**src/hdl/caf_consts.vh**
```
`ifndef CAF_CONSTS_VH
`define CAF_CONSTS_VH
// Register byte addresses
`define CAF_ADDR_BUFPTR0 8'h00
`define CAF_ADDR_BUFPTR1 8'h04
`define CAF_ADDR_BUFPTR2 8'h08
`define CAF_ADDR_BUFPTR3 8'h0C
`define CAF_ADDR_MSKSEL0 8'h10
`define CAF_ADDR_MSKSEL1 8'h14
`define CAF_ADDR_FLTACT 8'h18
`define CAF_ADDR_STATUS 8'h1C
`define CAF_ADDR_MASK_BASE 8'h20
`define CAF_ADDR_SID_BASE 8'h40
`define CAF_ADDR_EID_BASE 8'h80
`define CAF_ADDR_MASK_END 8'h38
`define CAF_ADDR_EID_END 8'hC0
`define CAF_ADDR_COUNT 8'hC0
// Field positions in the standard identifier word
`define CAF_SID_HI 15
`define CAF_SID_LO 5
`define CAF_XSEL_BIT 3
`define CAF_EIDH_HI 1
`define CAF_EIDH_LO 0
`define CAF_SID_WMASK 16'hFFEB
// Pointer and mask-select codes
`define CAF_PTR_FIFO 4'hF
`define CAF_MSRC_NONE 2'h3
// Reset values
`define CAF_RST_PTR 16'h0000
`define CAF_RST_MSKSEL 16'h0000
`define CAF_RST_FLTACT 16'hFFFF
`define CAF_RST_WORD 16'h0000
// Bus answers
`define CAF_RESP_OKAY 2'h0
`define CAF_RESP_SLVERR 2'h2
`endif

```
**src/hdl/caf_filter_match.v**
```verilog
`timescale 1ns/1ns
// One acceptance filter compared against one message
module caf_filter_match (
   input wire [15:0] sid_word,
   input wire [15:0] eid_word,
   input wire filter_active,
   input wire [1:0] filter_mask_source,
   input wire [47:0] mask_words,
   input wire [10:0] msg_sid,
   input wire [17:0] msg_eid,
   input wire msg_ext,
   output wire hit
);
`include "caf_consts.vh"
   reg [15:0] msk_sid;
   reg [15:0] msk_eid;
   wire [28:0] flt_id;
   wire [28:0] msg_id;
   wire [28:0] cmp_mask;
   wire frame_type_match_enable;
   wire id_ok;
   wire type_ok;
   always @* begin
      case (filter_mask_source)
         2'h0: begin
            msk_sid = mask_words[15:0];
            msk_eid = mask_words[31:16];
         end
         2'h1: begin
            msk_sid = mask_words[47:32];
            msk_eid = mask_words[47:32];
         end
         default: begin
            msk_sid = 16'h0000;
            msk_eid = 16'h0000;
         end
      endcase
   end
   assign flt_id = {sid_word[`CAF_SID_HI:`CAF_SID_LO], sid_word[`CAF_EIDH_HI:`CAF_EIDH_LO], eid_word};
   assign msg_id = {msg_sid, msg_eid};
   // No mask compares every bit and the frame type
   assign cmp_mask = (filter_mask_source == `CAF_MSRC_NONE) ? {29{1'b1}} :
      {msk_sid[`CAF_SID_HI:`CAF_SID_LO], msk_sid[`CAF_EIDH_HI:`CAF_EIDH_LO], msk_eid};
   assign frame_type_match_enable = (filter_mask_source == `CAF_MSRC_NONE) ? 1'b1 : msk_sid[`CAF_XSEL_BIT];
   assign id_ok = ((flt_id ^ msg_id) & cmp_mask) == 29'h0;
   assign type_ok = !frame_type_match_enable || (sid_word[`CAF_XSEL_BIT] == msg_ext);
   assign hit = filter_active && id_ok && type_ok;
endmodule // caf_filter_match

```
**src/hdl/caf_axil_slave.v**
```verilog
`timescale 1ns/1ns
// AXI4-Lite handshake; register storage lives in the parent
module caf_axil_slave (
   input wire aclk,
   input wire aresetn,
   input wire [7:0] s_axil_awaddr,
   input wire s_axil_awvalid,
   output reg s_axil_awready,
   input wire [31:0] s_axil_wdata,
   input wire [3:0] s_axil_wstrb,
   input wire s_axil_wvalid,
   output reg s_axil_wready,
   output reg [1:0] s_axil_bresp,
   output reg s_axil_bvalid,
   input wire s_axil_bready,
   input wire [7:0] s_axil_araddr,
   input wire s_axil_arvalid,
   output reg s_axil_arready,
   output reg [31:0] s_axil_rdata,
   output reg [1:0] s_axil_rresp,
   output reg s_axil_rvalid,
   input wire s_axil_rready,
   output wire wr_en,
   output wire [7:0] wr_addr,
   output wire [15:0] wr_data,
   output wire [1:0] wr_strb,
   input wire wr_ok,
   output wire [7:0] rd_addr,
   input wire [15:0] rd_data,
   input wire rd_ok
);
`include "caf_consts.vh"
   reg aw_have_q;
   reg w_have_q;
   reg [7:0] aw_q;
   reg [15:0] wd_q;
   reg [1:0] ws_q;
   // Write commits once both halves are held and no response is pending
   assign wr_en = aw_have_q && w_have_q && !s_axil_bvalid;
   assign wr_addr = aw_q;
   assign wr_data = wd_q;
   assign wr_strb = ws_q;
   assign rd_addr = s_axil_araddr;
   always @(posedge aclk) begin
      if (!aresetn) begin
         aw_have_q <= 1'b0;
         w_have_q <= 1'b0;
         aw_q <= 8'h00;
         wd_q <= 16'h0000;
         ws_q <= 2'h0;
         s_axil_awready <= 1'b0;
         s_axil_wready <= 1'b0;
         s_axil_bvalid <= 1'b0;
         s_axil_bresp <= `CAF_RESP_OKAY;
         s_axil_arready <= 1'b0;
         s_axil_rvalid <= 1'b0;
         s_axil_rdata <= 32'h00000000;
         s_axil_rresp <= `CAF_RESP_OKAY;
      end else begin
         s_axil_awready <= !aw_have_q && s_axil_awvalid && !s_axil_awready;
         s_axil_wready <= !w_have_q && s_axil_wvalid && !s_axil_wready;
         if (s_axil_awvalid && s_axil_awready) begin
            aw_have_q <= 1'b1;
            aw_q <= {s_axil_awaddr[7:2], 2'h0};
         end
         if (s_axil_wvalid && s_axil_wready) begin
            w_have_q <= 1'b1;
            wd_q <= s_axil_wdata[15:0];
            ws_q <= s_axil_wstrb[1:0];
         end
         if (wr_en) begin
            aw_have_q <= 1'b0;
            w_have_q <= 1'b0;
            s_axil_bvalid <= 1'b1;
            s_axil_bresp <= wr_ok ? `CAF_RESP_OKAY : `CAF_RESP_SLVERR;
         end else if (s_axil_bready) begin
            s_axil_bvalid <= 1'b0;
         end
         s_axil_arready <= s_axil_arvalid && !s_axil_arready && !s_axil_rvalid;
         if (s_axil_arvalid && s_axil_arready) begin
            s_axil_rvalid <= 1'b1;
            s_axil_rdata <= {16'h0000, rd_ok ? rd_data : 16'h0000};
            s_axil_rresp <= rd_ok ? `CAF_RESP_OKAY : `CAF_RESP_SLVERR;
         end else if (s_axil_rready) begin
            s_axil_rvalid <= 1'b0;
         end
      end
   end
endmodule // caf_axil_slave

```
**src/hdl/caf_rx_acceptance_filter.v**
```verilog
// Notes on behaviour
// - Pointer 1111 steers hit into FIFO
// - Pointer 0-14 steers hit to that buffer
// - Four pointer registers, four nibbles, ascending
// - Standard identifier in bits 15-5 matched
// - Extended identifier bits 1-0 plus 15-0
// - Extended select bit 3 picks frame type
// - Mask source 00/01/10 masks, 11 none
// - Filters 0-7 mask select, two bits each
// - Mask bit 1 compares, 0 ignores
// - Mask frame-type bit enforces extended select
// - Disabled filter accepts nothing
//
// The AXI4-Lite slave port and the address map were decided locally.
`timescale 1ns/1ns
module caf_rx_acceptance_filter #(
   parameter NUM_FILTERS = 16
) (
   input wire aclk,
   input wire aresetn,
   input wire [7:0] s_axil_awaddr,
   input wire s_axil_awvalid,
   output wire s_axil_awready,
   input wire [31:0] s_axil_wdata,
   input wire [3:0] s_axil_wstrb,
   input wire s_axil_wvalid,
   output wire s_axil_wready,
   output wire [1:0] s_axil_bresp,
   output wire s_axil_bvalid,
   input wire s_axil_bready,
   input wire [7:0] s_axil_araddr,
   input wire s_axil_arvalid,
   output wire s_axil_arready,
   output wire [31:0] s_axil_rdata,
   output wire [1:0] s_axil_rresp,
   output wire s_axil_rvalid,
   input wire s_axil_rready,
   input wire msg_valid,
   input wire [10:0] msg_sid,
   input wire [17:0] msg_eid,
   input wire msg_ext,
   output reg accept_valid,
   output reg accept_to_fifo,
   output reg [3:0] accept_buffer,
   output reg [3:0] accept_filter
);
`include "caf_consts.vh"
   reg [15:0] ptr_q [0:3];
   reg [15:0] msksel_q [0:1];
   reg [15:0] fltact_q;
   reg [15:0] mask_q [0:5];
   reg [15:0] sid_q [0:15];
   reg [15:0] eid_q [0:15];
   reg [15:0] hits_q;
   reg [15:0] accept_count_q;
   wire wr_en;
   wire [7:0] wr_addr;
   wire [15:0] wr_data;
   wire [1:0] wr_strb;
   wire [7:0] rd_addr;
   reg [15:0] rd_data;
   reg rd_ok;
   reg wr_ok;
   wire [15:0] wmask;
   wire [15:0] hit_vec;
   wire [47:0] mask_words_all [0:2];
   reg [3:0] win_idx;
   reg win_any;
   reg [3:0] win_ptr;
   wire [7:0] rd_word;
   integer i;
   integer k;

   assign wmask = {{8{wr_strb[1]}}, {8{wr_strb[0]}}};
   assign rd_word = {rd_addr[7:2], 2'h0};
   // Mask set chosen here; the matcher only sees set 0 or no mask
   genvar m;
   generate
      for (m = 0; m < 3; m = m + 1) begin : g_msk
         assign mask_words_all[m] = {16'h0000, mask_q[2 * m + 1], mask_q[2 * m]};
      end
   endgenerate
   genvar g;
   generate
      for (g = 0; g < NUM_FILTERS; g = g + 1) begin : g_flt
         wire [1:0] msrc;
         reg [47:0] mw;
         assign msrc = msksel_q[g / 8][(g % 8) * 2 +: 2];
         always @* begin
            case (msrc)
               2'h0: mw = mask_words_all[0];
               2'h1: mw = mask_words_all[1];
               2'h2: mw = mask_words_all[2];
               default: mw = 48'h0;
            endcase
         end
         caf_filter_match u_match (
            .sid_word(sid_q[g]),
            .eid_word(eid_q[g]),
            .filter_active(fltact_q[g]),
            .filter_mask_source(msrc == `CAF_MSRC_NONE ? `CAF_MSRC_NONE : 2'h0),
            .mask_words(mw),
            .msg_sid(msg_sid),
            .msg_eid(msg_eid),
            .msg_ext(msg_ext),
            .hit(hit_vec[g])
         );
      end
   endgenerate

   // Lowest-numbered hitting filter wins
   always @* begin
      win_idx = 4'h0;
      win_any = 1'b0;
      for (i = NUM_FILTERS - 1; i >= 0; i = i - 1) begin
         if (hit_vec[i]) begin
            win_idx = i[3:0];
            win_any = 1'b1;
         end
      end
      win_ptr = ptr_q[win_idx[3:2]][win_idx[1:0] * 4 +: 4];
   end

   always @(posedge aclk) begin
      if (!aresetn) begin
         accept_valid <= 1'b0;
         accept_to_fifo <= 1'b0;
         accept_buffer <= 4'h0;
         accept_filter <= 4'h0;
         hits_q <= 16'h0000;
         accept_count_q <= 16'h0000;
      end else begin
         accept_valid <= msg_valid && win_any;
         if (msg_valid && win_any) begin
            accept_filter <= win_idx;
            accept_to_fifo <= (win_ptr == `CAF_PTR_FIFO);
            accept_buffer <= win_ptr;
            accept_count_q <= accept_count_q + 16'h0001;
         end
         if (msg_valid) begin
            hits_q <= hit_vec;
         end
      end
   end

   // Register writes
   always @(posedge aclk) begin
      if (!aresetn) begin
         for (k = 0; k < 4; k = k + 1) begin
            ptr_q[k] <= `CAF_RST_PTR;
         end
         msksel_q[0] <= `CAF_RST_MSKSEL;
         msksel_q[1] <= `CAF_RST_MSKSEL;
         fltact_q <= `CAF_RST_FLTACT;
         for (k = 0; k < 6; k = k + 1) begin
            mask_q[k] <= `CAF_RST_WORD;
         end
         for (k = 0; k < 16; k = k + 1) begin
            sid_q[k] <= `CAF_RST_WORD;
            eid_q[k] <= `CAF_RST_WORD;
         end
      end else if (wr_en && wr_ok) begin
         if (wr_addr < `CAF_ADDR_MSKSEL0) begin
            ptr_q[wr_addr[3:2]] <= (ptr_q[wr_addr[3:2]] & ~wmask) | (wr_data & wmask);
         end else if (wr_addr == `CAF_ADDR_MSKSEL0 || wr_addr == `CAF_ADDR_MSKSEL1) begin
            msksel_q[wr_addr[2]] <= (msksel_q[wr_addr[2]] & ~wmask) | (wr_data & wmask);
         end else if (wr_addr == `CAF_ADDR_FLTACT) begin
            fltact_q <= (fltact_q & ~wmask) | (wr_data & wmask);
         end else if (wr_addr >= `CAF_ADDR_SID_BASE && wr_addr < `CAF_ADDR_EID_BASE) begin
            sid_q[wr_addr[5:2]] <= (sid_q[wr_addr[5:2]] & ~(wmask & `CAF_SID_WMASK)) |
               (wr_data & wmask & `CAF_SID_WMASK);
         end else if (wr_addr >= `CAF_ADDR_EID_BASE && wr_addr < `CAF_ADDR_EID_END) begin
            eid_q[wr_addr[5:2]] <= (eid_q[wr_addr[5:2]] & ~wmask) | (wr_data & wmask);
         end else if (wr_addr >= `CAF_ADDR_MASK_BASE && wr_addr < `CAF_ADDR_MASK_END) begin
            mask_q[wr_addr[4:2]] <= (mask_q[wr_addr[4:2]] & ~wmask) | (wr_data & wmask);
         end
      end
   end

   // Address decode for both directions
   always @* begin
      // Status and count words are read-only, so writes there are refused
      wr_ok = (wr_addr < `CAF_ADDR_STATUS) ||
         (wr_addr >= `CAF_ADDR_MASK_BASE && wr_addr < `CAF_ADDR_MASK_END) ||
         (wr_addr >= `CAF_ADDR_SID_BASE && wr_addr < `CAF_ADDR_EID_END);
      rd_ok = 1'b1;
      rd_data = 16'h0000;
      if (rd_word < `CAF_ADDR_MSKSEL0) begin
         rd_data = ptr_q[rd_word[3:2]];
      end else if (rd_word == `CAF_ADDR_MSKSEL0 || rd_word == `CAF_ADDR_MSKSEL1) begin
         rd_data = msksel_q[rd_word[2]];
      end else if (rd_word == `CAF_ADDR_FLTACT) begin
         rd_data = fltact_q;
      end else if (rd_word == `CAF_ADDR_STATUS) begin
         rd_data = hits_q;
      end else if (rd_word >= `CAF_ADDR_MASK_BASE && rd_word < `CAF_ADDR_MASK_END) begin
         rd_data = mask_q[rd_word[4:2]];
      end else if (rd_word >= `CAF_ADDR_SID_BASE && rd_word < `CAF_ADDR_EID_BASE) begin
         rd_data = sid_q[rd_word[5:2]];
      end else if (rd_word >= `CAF_ADDR_EID_BASE && rd_word < `CAF_ADDR_EID_END) begin
         rd_data = eid_q[rd_word[5:2]];
      end else if (rd_word == `CAF_ADDR_COUNT) begin
         rd_data = accept_count_q;
      end else begin
         rd_ok = 1'b0;
      end
   end

   caf_axil_slave u_bus (
      .aclk(aclk),
      .aresetn(aresetn),
      .s_axil_awaddr(s_axil_awaddr),
      .s_axil_awvalid(s_axil_awvalid),
      .s_axil_awready(s_axil_awready),
      .s_axil_wdata(s_axil_wdata),
      .s_axil_wstrb(s_axil_wstrb),
      .s_axil_wvalid(s_axil_wvalid),
      .s_axil_wready(s_axil_wready),
      .s_axil_bresp(s_axil_bresp),
      .s_axil_bvalid(s_axil_bvalid),
      .s_axil_bready(s_axil_bready),
      .s_axil_araddr(s_axil_araddr),
      .s_axil_arvalid(s_axil_arvalid),
      .s_axil_arready(s_axil_arready),
      .s_axil_rdata(s_axil_rdata),
      .s_axil_rresp(s_axil_rresp),
      .s_axil_rvalid(s_axil_rvalid),
      .s_axil_rready(s_axil_rready),
      .wr_en(wr_en),
      .wr_addr(wr_addr),
      .wr_data(wr_data),
      .wr_strb(wr_strb),
      .wr_ok(wr_ok),
      .rd_addr(rd_addr),
      .rd_data(rd_data),
      .rd_ok(rd_ok)
   );
endmodule // caf_rx_acceptance_filter

```
**config.mk**
```make
export PLATFORM = sky130hd
export DESIGN_NAME = caf_rx_acceptance_filter
export DESIGN_NICKNAME = d
export VERILOG_FILES = /design/src/hdl/caf_filter_match.v /design/src/hdl/caf_axil_slave.v /design/src/hdl/caf_rx_acceptance_filter.v
export VERILOG_INCLUDE_DIRS = /design/src /design/src/hdl
export SDC_FILE = /design/constraint.sdc
export NUM_CORES = 2
export LEC_CHECK = 0
export BUFFER_PORTS_ARGS = -buffer_cell sky130_fd_sc_hd__buf_2
export CORE_ASPECT_RATIO = 1.5
export CORE_MARGIN = 2
export CORE_UTILIZATION = 56
export DETAILED_ROUTE_END_ITERATION = 6
export PLACE_DENSITY_LB_ADDON = 0.15
export SLEW_MARGIN = 10
export SYNTH_ARGS = -nofsm -noshare
export SYNTH_HDL_FRONTEND = slang
export SYNTH_HIERARCHICAL = 1
export SYNTH_SLANG_ARGS = --single-unit
export TNS_END_PERCENT = 5
```
**constraint.sdc**
```tcl
create_clock -name aclk -period 5.65 [get_ports aclk]
set_input_delay 0.2825 -clock aclk [delete_from_list [all_inputs] [get_ports aclk]]
set_output_delay 0.2825 -clock aclk [all_outputs]
set_load 0.02 [all_outputs]
```
==> results of run 1 <==
## per-layer routing
layer,track usage (%),overflow
met5,28.7,0
met4,73.8,147
met3,64.1,7
met2,90.7,168
met1,78.7,2
## per-stage QoR
step | hold WS (ns) | setup slack, ns | util [%]
2_1_floorplan | 0.401 | 1.49 | -
3_5_place_dp | 0.439 | 0.520 | 60.6
4_1_cts | 0.0514 | 0.337 | 63.4
3_3_place_gp | 0.442 | 0.540 | 60.6
==> results.md, run 1 <==
Synthesis:
- Counting every instance in the synthesized netlist gives 6983.
- The mapped netlist covers 0.0680 mm2.
- The synthesized area divided by synthesized cell count is 9.73 um2.
- The total number of yosys warnings is 6.

GRT:
- Global routing consumed, over all layers together, 76.9% of the routing resources.
- The number of global-route vias before repair was 73185.
- The first global-routing pass estimated 661000 um of wire.
- The pin count of the biggest net entering global routing is 100.
- The total grt overflow is about 320.

Clock tree:
- The number of clock sinks is 843.
- The H-tree depth is 3.
- The clock buffer count from CTS is 84.
- The number of buffers inserted by hold repair at cts is 32.
- After clock tree synthesis, the repair step resized 0 gates.
- The clock root buffer master is clkbuf_16.
- After clock tree synthesis, the setup repair step added 0 buffers.
- The maximum root-to-sink buffer count is 3.

Floorplan:
- The die boundary width is 288 um.
- The number of placement rows is 156.
- The top-level port count is roughly 140.
- The die is 431 um tall.
- The initial core utilization is 56.4%.

Run status:
- The run stopped with a tool error.
- The flow stopped in global routing (5_1_grt).
- The first error in the log reads "[ERROR GRT-0116] Global routing finished with congestion. Check the congestion regions in the DRC Viewer".

Place:
- The wire-length estimate of the detail-placed layout is approximately 310000 um.
- Once placement completed, the tool counted placed cells totaling 8828.
- Routability-driven placement finished with a final weighted congestion of 1.20.
- During placement, the flow inserted port buffers numbering 100.
- The placed instances occupy a cell area of 0.0730 mm2.
==> run 2: changes to the inputs <==
--- a/config.mk
+++ b/config.mk
@@ -7,9 +7,8 @@
 export NUM_CORES = 2
 export LEC_CHECK = 0
 export BUFFER_PORTS_ARGS = -buffer_cell sky130_fd_sc_hd__buf_2
-export CORE_ASPECT_RATIO = 1.5
 export CORE_MARGIN = 2
-export CORE_UTILIZATION = 56
+export CORE_UTILIZATION = 40
 export DETAILED_ROUTE_END_ITERATION = 6
 export PLACE_DENSITY_LB_ADDON = 0.15
 export SLEW_MARGIN = 10
==> run 2 against run 1 <==
Compared with the run above: the flow now finishes, with violations (design-rule violations, max-capacitance violations, max-slew violations); synthesized cell count did not move; synthesized area did not move.
==> results.md, run 2 <==
Timing:
- The post-route minimum period is 5.54 ns.
- Setup repair after global routing left no endpoint under its margin.
- The total count of hold-check failures in the final report is 0.
- Across the routed clock network, the largest skew measured is roughly 0.044 ns.
- Timing would allow up to 180 MHz.
- The remaining max-slew budget at the tightest pin is -3.68%.
- For the final routed database, the setup TNS stands at 0 ns.
- The max-slew violation total from the final report is 15.
- The period utilization is 98.1%.
- For the pin with the worst max-slew slack, the measured transition is 1.56 ns.
- The final setup violation count is 0.

Run status:
- The flow ran to the end, but the final reports show violations.
- The final reports fail on design-rule violations, max-capacitance violations, max-slew violations.

Critical path:
- Counting stages on the worst path, the most repeated cell is buf_4.
- The kind of cell with the highest combined delay on the critical path is compound AO/OA/AOI/OAI gates.
- The worst setup path is captured at a flop.
- The data arrival time of the critical path is 6.19 ns.
- The worst setup slack for register-to-register paths is approximately 0.11 ns.
- The startpoint identified for the worst register-to-register timing path is msksel_q[1][11]$_SDFFCE_PN0P_.
- The highest-delay cell along the critical path is nor4_1.
- The end of the worst register-to-register path is accept_to_fifo$_SDFFE_PN0P_.
- The top fanout value on the critical path is 33.
- The path length in cells of the critical path is 17.
- The most critical setup path has its endpoint at accept_to_fifo$_SDFFE_PN0P_.
- The data required time at the worst endpoint is 6.30 ns.
- On the worst path, the slowest cell contributes a delay of ~0.81 ns.
- The element type at the critical path start is a flop.
- For the worst flop-to-flop path, the logic depth is 17.
- The buffering stage count on the worst path with inverters included is 4.
- The signal on the critical path passes through buf_12 -> mux2i_1 -> o21ai_0 -> nand2b_1 -> a21oi_1 -> nor4_1 -> nand4_1 -> buf_4 -> o21ai_1 -> a21oi_1 -> o311a_1 -> o22a_1 -> buf_4 -> a311o_1 -> a2111oi_1 -> buf_4 -> o41ai_2.
- The launching instance or port of the critical path is msksel_q[1][11]$_SDFFCE_PN0P_.
- The setup path with the least slack is of type flop to flop.

Hold path:
- The worst min-delay path category is input pin to flop.

Clock tree:
- The clock buffer count from CTS is 97 (+15%).
- The maximum root-to-sink buffer count is 3 (unchanged).
- The H-tree depth was 3 (unchanged).
- The clock root buffer master is clkbuf_16.
- The number of clock sinks is 843 (unchanged).
- The later-pin clock latency in the skew report is approximately 0.81 ns.
- The CTS tree is yes.
- The clock-pin slew of the registers on the worst-case setup and hold paths is 0.07 ns.
- The total of cells resized after clock tree synthesis came to 0 (unchanged).

Finish:
- The post-synthesis to final-layout area growth is 13.4%.
- The layout filler cell count is 16101.
- The most frequent standard cell in the layout excluding fill and tap cells is nor2_1.
- The utilization of the core after routing is 45.6%.
- The number of nets in the layout is 7431.
- The largest registers in the layout are eid_q x256, sid_q x256, mask_q x128.
- The library cells used most frequently in the layout, excluding fill and tap cells, are 755 x nor2_1, 736 x edfxtp_1, 704 x nand2_1, 642 x mux2i_1, 619 x a21oi_1.
- In the final layout, the share of cells above drive strength 1 is 19.8%.
- The final cell count without fillers is 9656.

Drt:
- Dividing the detail-routed via count by the number of cells gives approximately 6.5.
- The wire length per cell after detailed routing is 41.7 um.
- Summing over every cut layer, the via total after detailed routing is 62759.
- The count of nets left with antenna violations once routing finished came out at 0.
- The starting DRC count in detailed routing is 10937.
- The total routed wirelength is 402000 um.
- The number of DRC violations after detailed routing is 3.
- The number of detailed-route iterations in the first pass is 7.

Place:
- The HPWL after detailed placement is 307000 um (-0.60%).
- The routability-driven placement congestion ratio is 1.19 (-0.25%).
- The number of instances in the placed design is 9402 (+6.5%).
- The number of port buffers is 100 (unchanged).

GRT:
- The initial antenna violation count is 47.
- The global-route total usage across every layer is 45.5%.
- The wire length of the first global-routing pass is roughly 530000 um.
- The number of global-route vias before repair is 56948.
- Entering global routing, the biggest net connects 96 pins.
- The total overflow left after global routing is 0.

Floorplan:
- The initial core utilization is 40.2% (-16 points).
- The die boundary width is 416 um (+44%).
- The height of the die is 416 um (-3.4%).
- The number of placement rows came to 151 (-3.2%).
- The core region is 0.169 mm2.
- The top-level port count is 141 (unchanged).
- The total die area is around 0.17 mm2.

Synthesis:
- The gate count after technology mapping is 6983 (unchanged).
- The mapped cell area came to 0.0680 mm2 (unchanged).
- The synthesized area divided by synthesized cell count came to 9.73 um2 (unchanged).
- The total number of yosys warnings is 6 (unchanged).

Pwr:
- The worst vdd rail ir drop is 0.000262 V.
- For this design the ratio of total power to cell area is ~240 mW/mm2.
- The leakage power total is 26.8 nW.

Flow run:
- The max capacitance violation total is 1.
==> run 2: final cells by class <==
class	count	area, um2	share of cell area, %
multi-input combinational	5617	40900	53.1
sequential	843	24300	31.5
timing repair buffer	680	5390	6.99
tap	2218	2780	3.60
clock buffer	112	2500	3.25
clock inverter	71	808	1.05
inverter	97	364	0.473
antenna	18	45.0	0.0585
==> run 2: worst reg2reg max path, stage by stage (launching register included) <==
cell and delay (ns):
edfxtp_1 0.39, buf_12 0.31, mux2i_1 0.42, o21ai_0 0.42, nand2b_1 0.28, a21oi_1 0.10, nor4_1 0.81, nand4_1 0.18
buf_4 0.23, o21ai_1 0.48, a21oi_1 0.09, o311a_1 0.32, o22a_1 0.28, buf_4 0.19, a311o_1 0.32, a2111oi_1 0.36
buf_4 0.18, o41ai_2 0.06
==> run 2: through the flow <==
stage	cell area, um2	hold slack (ns)	setup slack, ns	power (mW)
after floorplan	69200	0.401	1.49	9.41
after detailed placement	73100	0.444	0.420	11.5
final	77000	0.125	0.107	18.3
after CTS	76900	0.0822	0.406	18.1
after global placement	73100	0.441	0.421	11.5
after global routing	77000	0.142	0.225	18.6
==> run 2: worst min path at each step <==
stage                                             start                                  end  slack, ns  depth (start not counted)
global placement     u_bus/s_axil_rdata[5]$_SDFFE_PN0P_   u_bus/s_axil_rdata[5]$_SDFFE_PN0P_       0.44                          2
CTS                                           msg_valid               hits_q[9]$_SDFFE_PN0P_       0.08                          3
global route                                  msg_valid              hits_q[12]$_SDFFE_PN0P_       0.14                          3
finish                                        msg_valid              hits_q[15]$_SDFFE_PN0P_       0.13                          3
floorplan                                 s_axil_wvalid       u_bus/s_axil_wready$_SDFF_PN0_       0.40                          2
detailed placement  u_bus/s_axil_rdata[15]$_SDFFE_PN0P_  u_bus/s_axil_rdata[15]$_SDFFE_PN0P_       0.44                          2
==> run 2: power breakdown <==
group | internal [mW] | total, mW | switching [mW] | leakage (nW)
Clock | 3.77 | 6.66 | 2.89 | 1.61
Sequential | 6.96 | 7.34 | 0.377 | 8.47
Combinational | 1.40 | 4.34 | 2.94 | 16.8
==> run 2: repair_timing <==
action	in CTS	in global routing
endpoints found under the hold margin	61	0
hold buffers	48	0
buffers inserted	0	0
==> run 2: per-layer routing <==
metal | global-route usage [%] | vias up | routed length, um
li1 | - | 25531 | -
met1 | 57.2 | 31237 | 146000
met3 | 17.6 | 945 | 58400
met5 | 0 | - | 136
met2 | 62.2 | 5026 | 160000
met4 | 35.1 | 20 | 37900
Note: power is estimated with default switching activity, not from simulation.
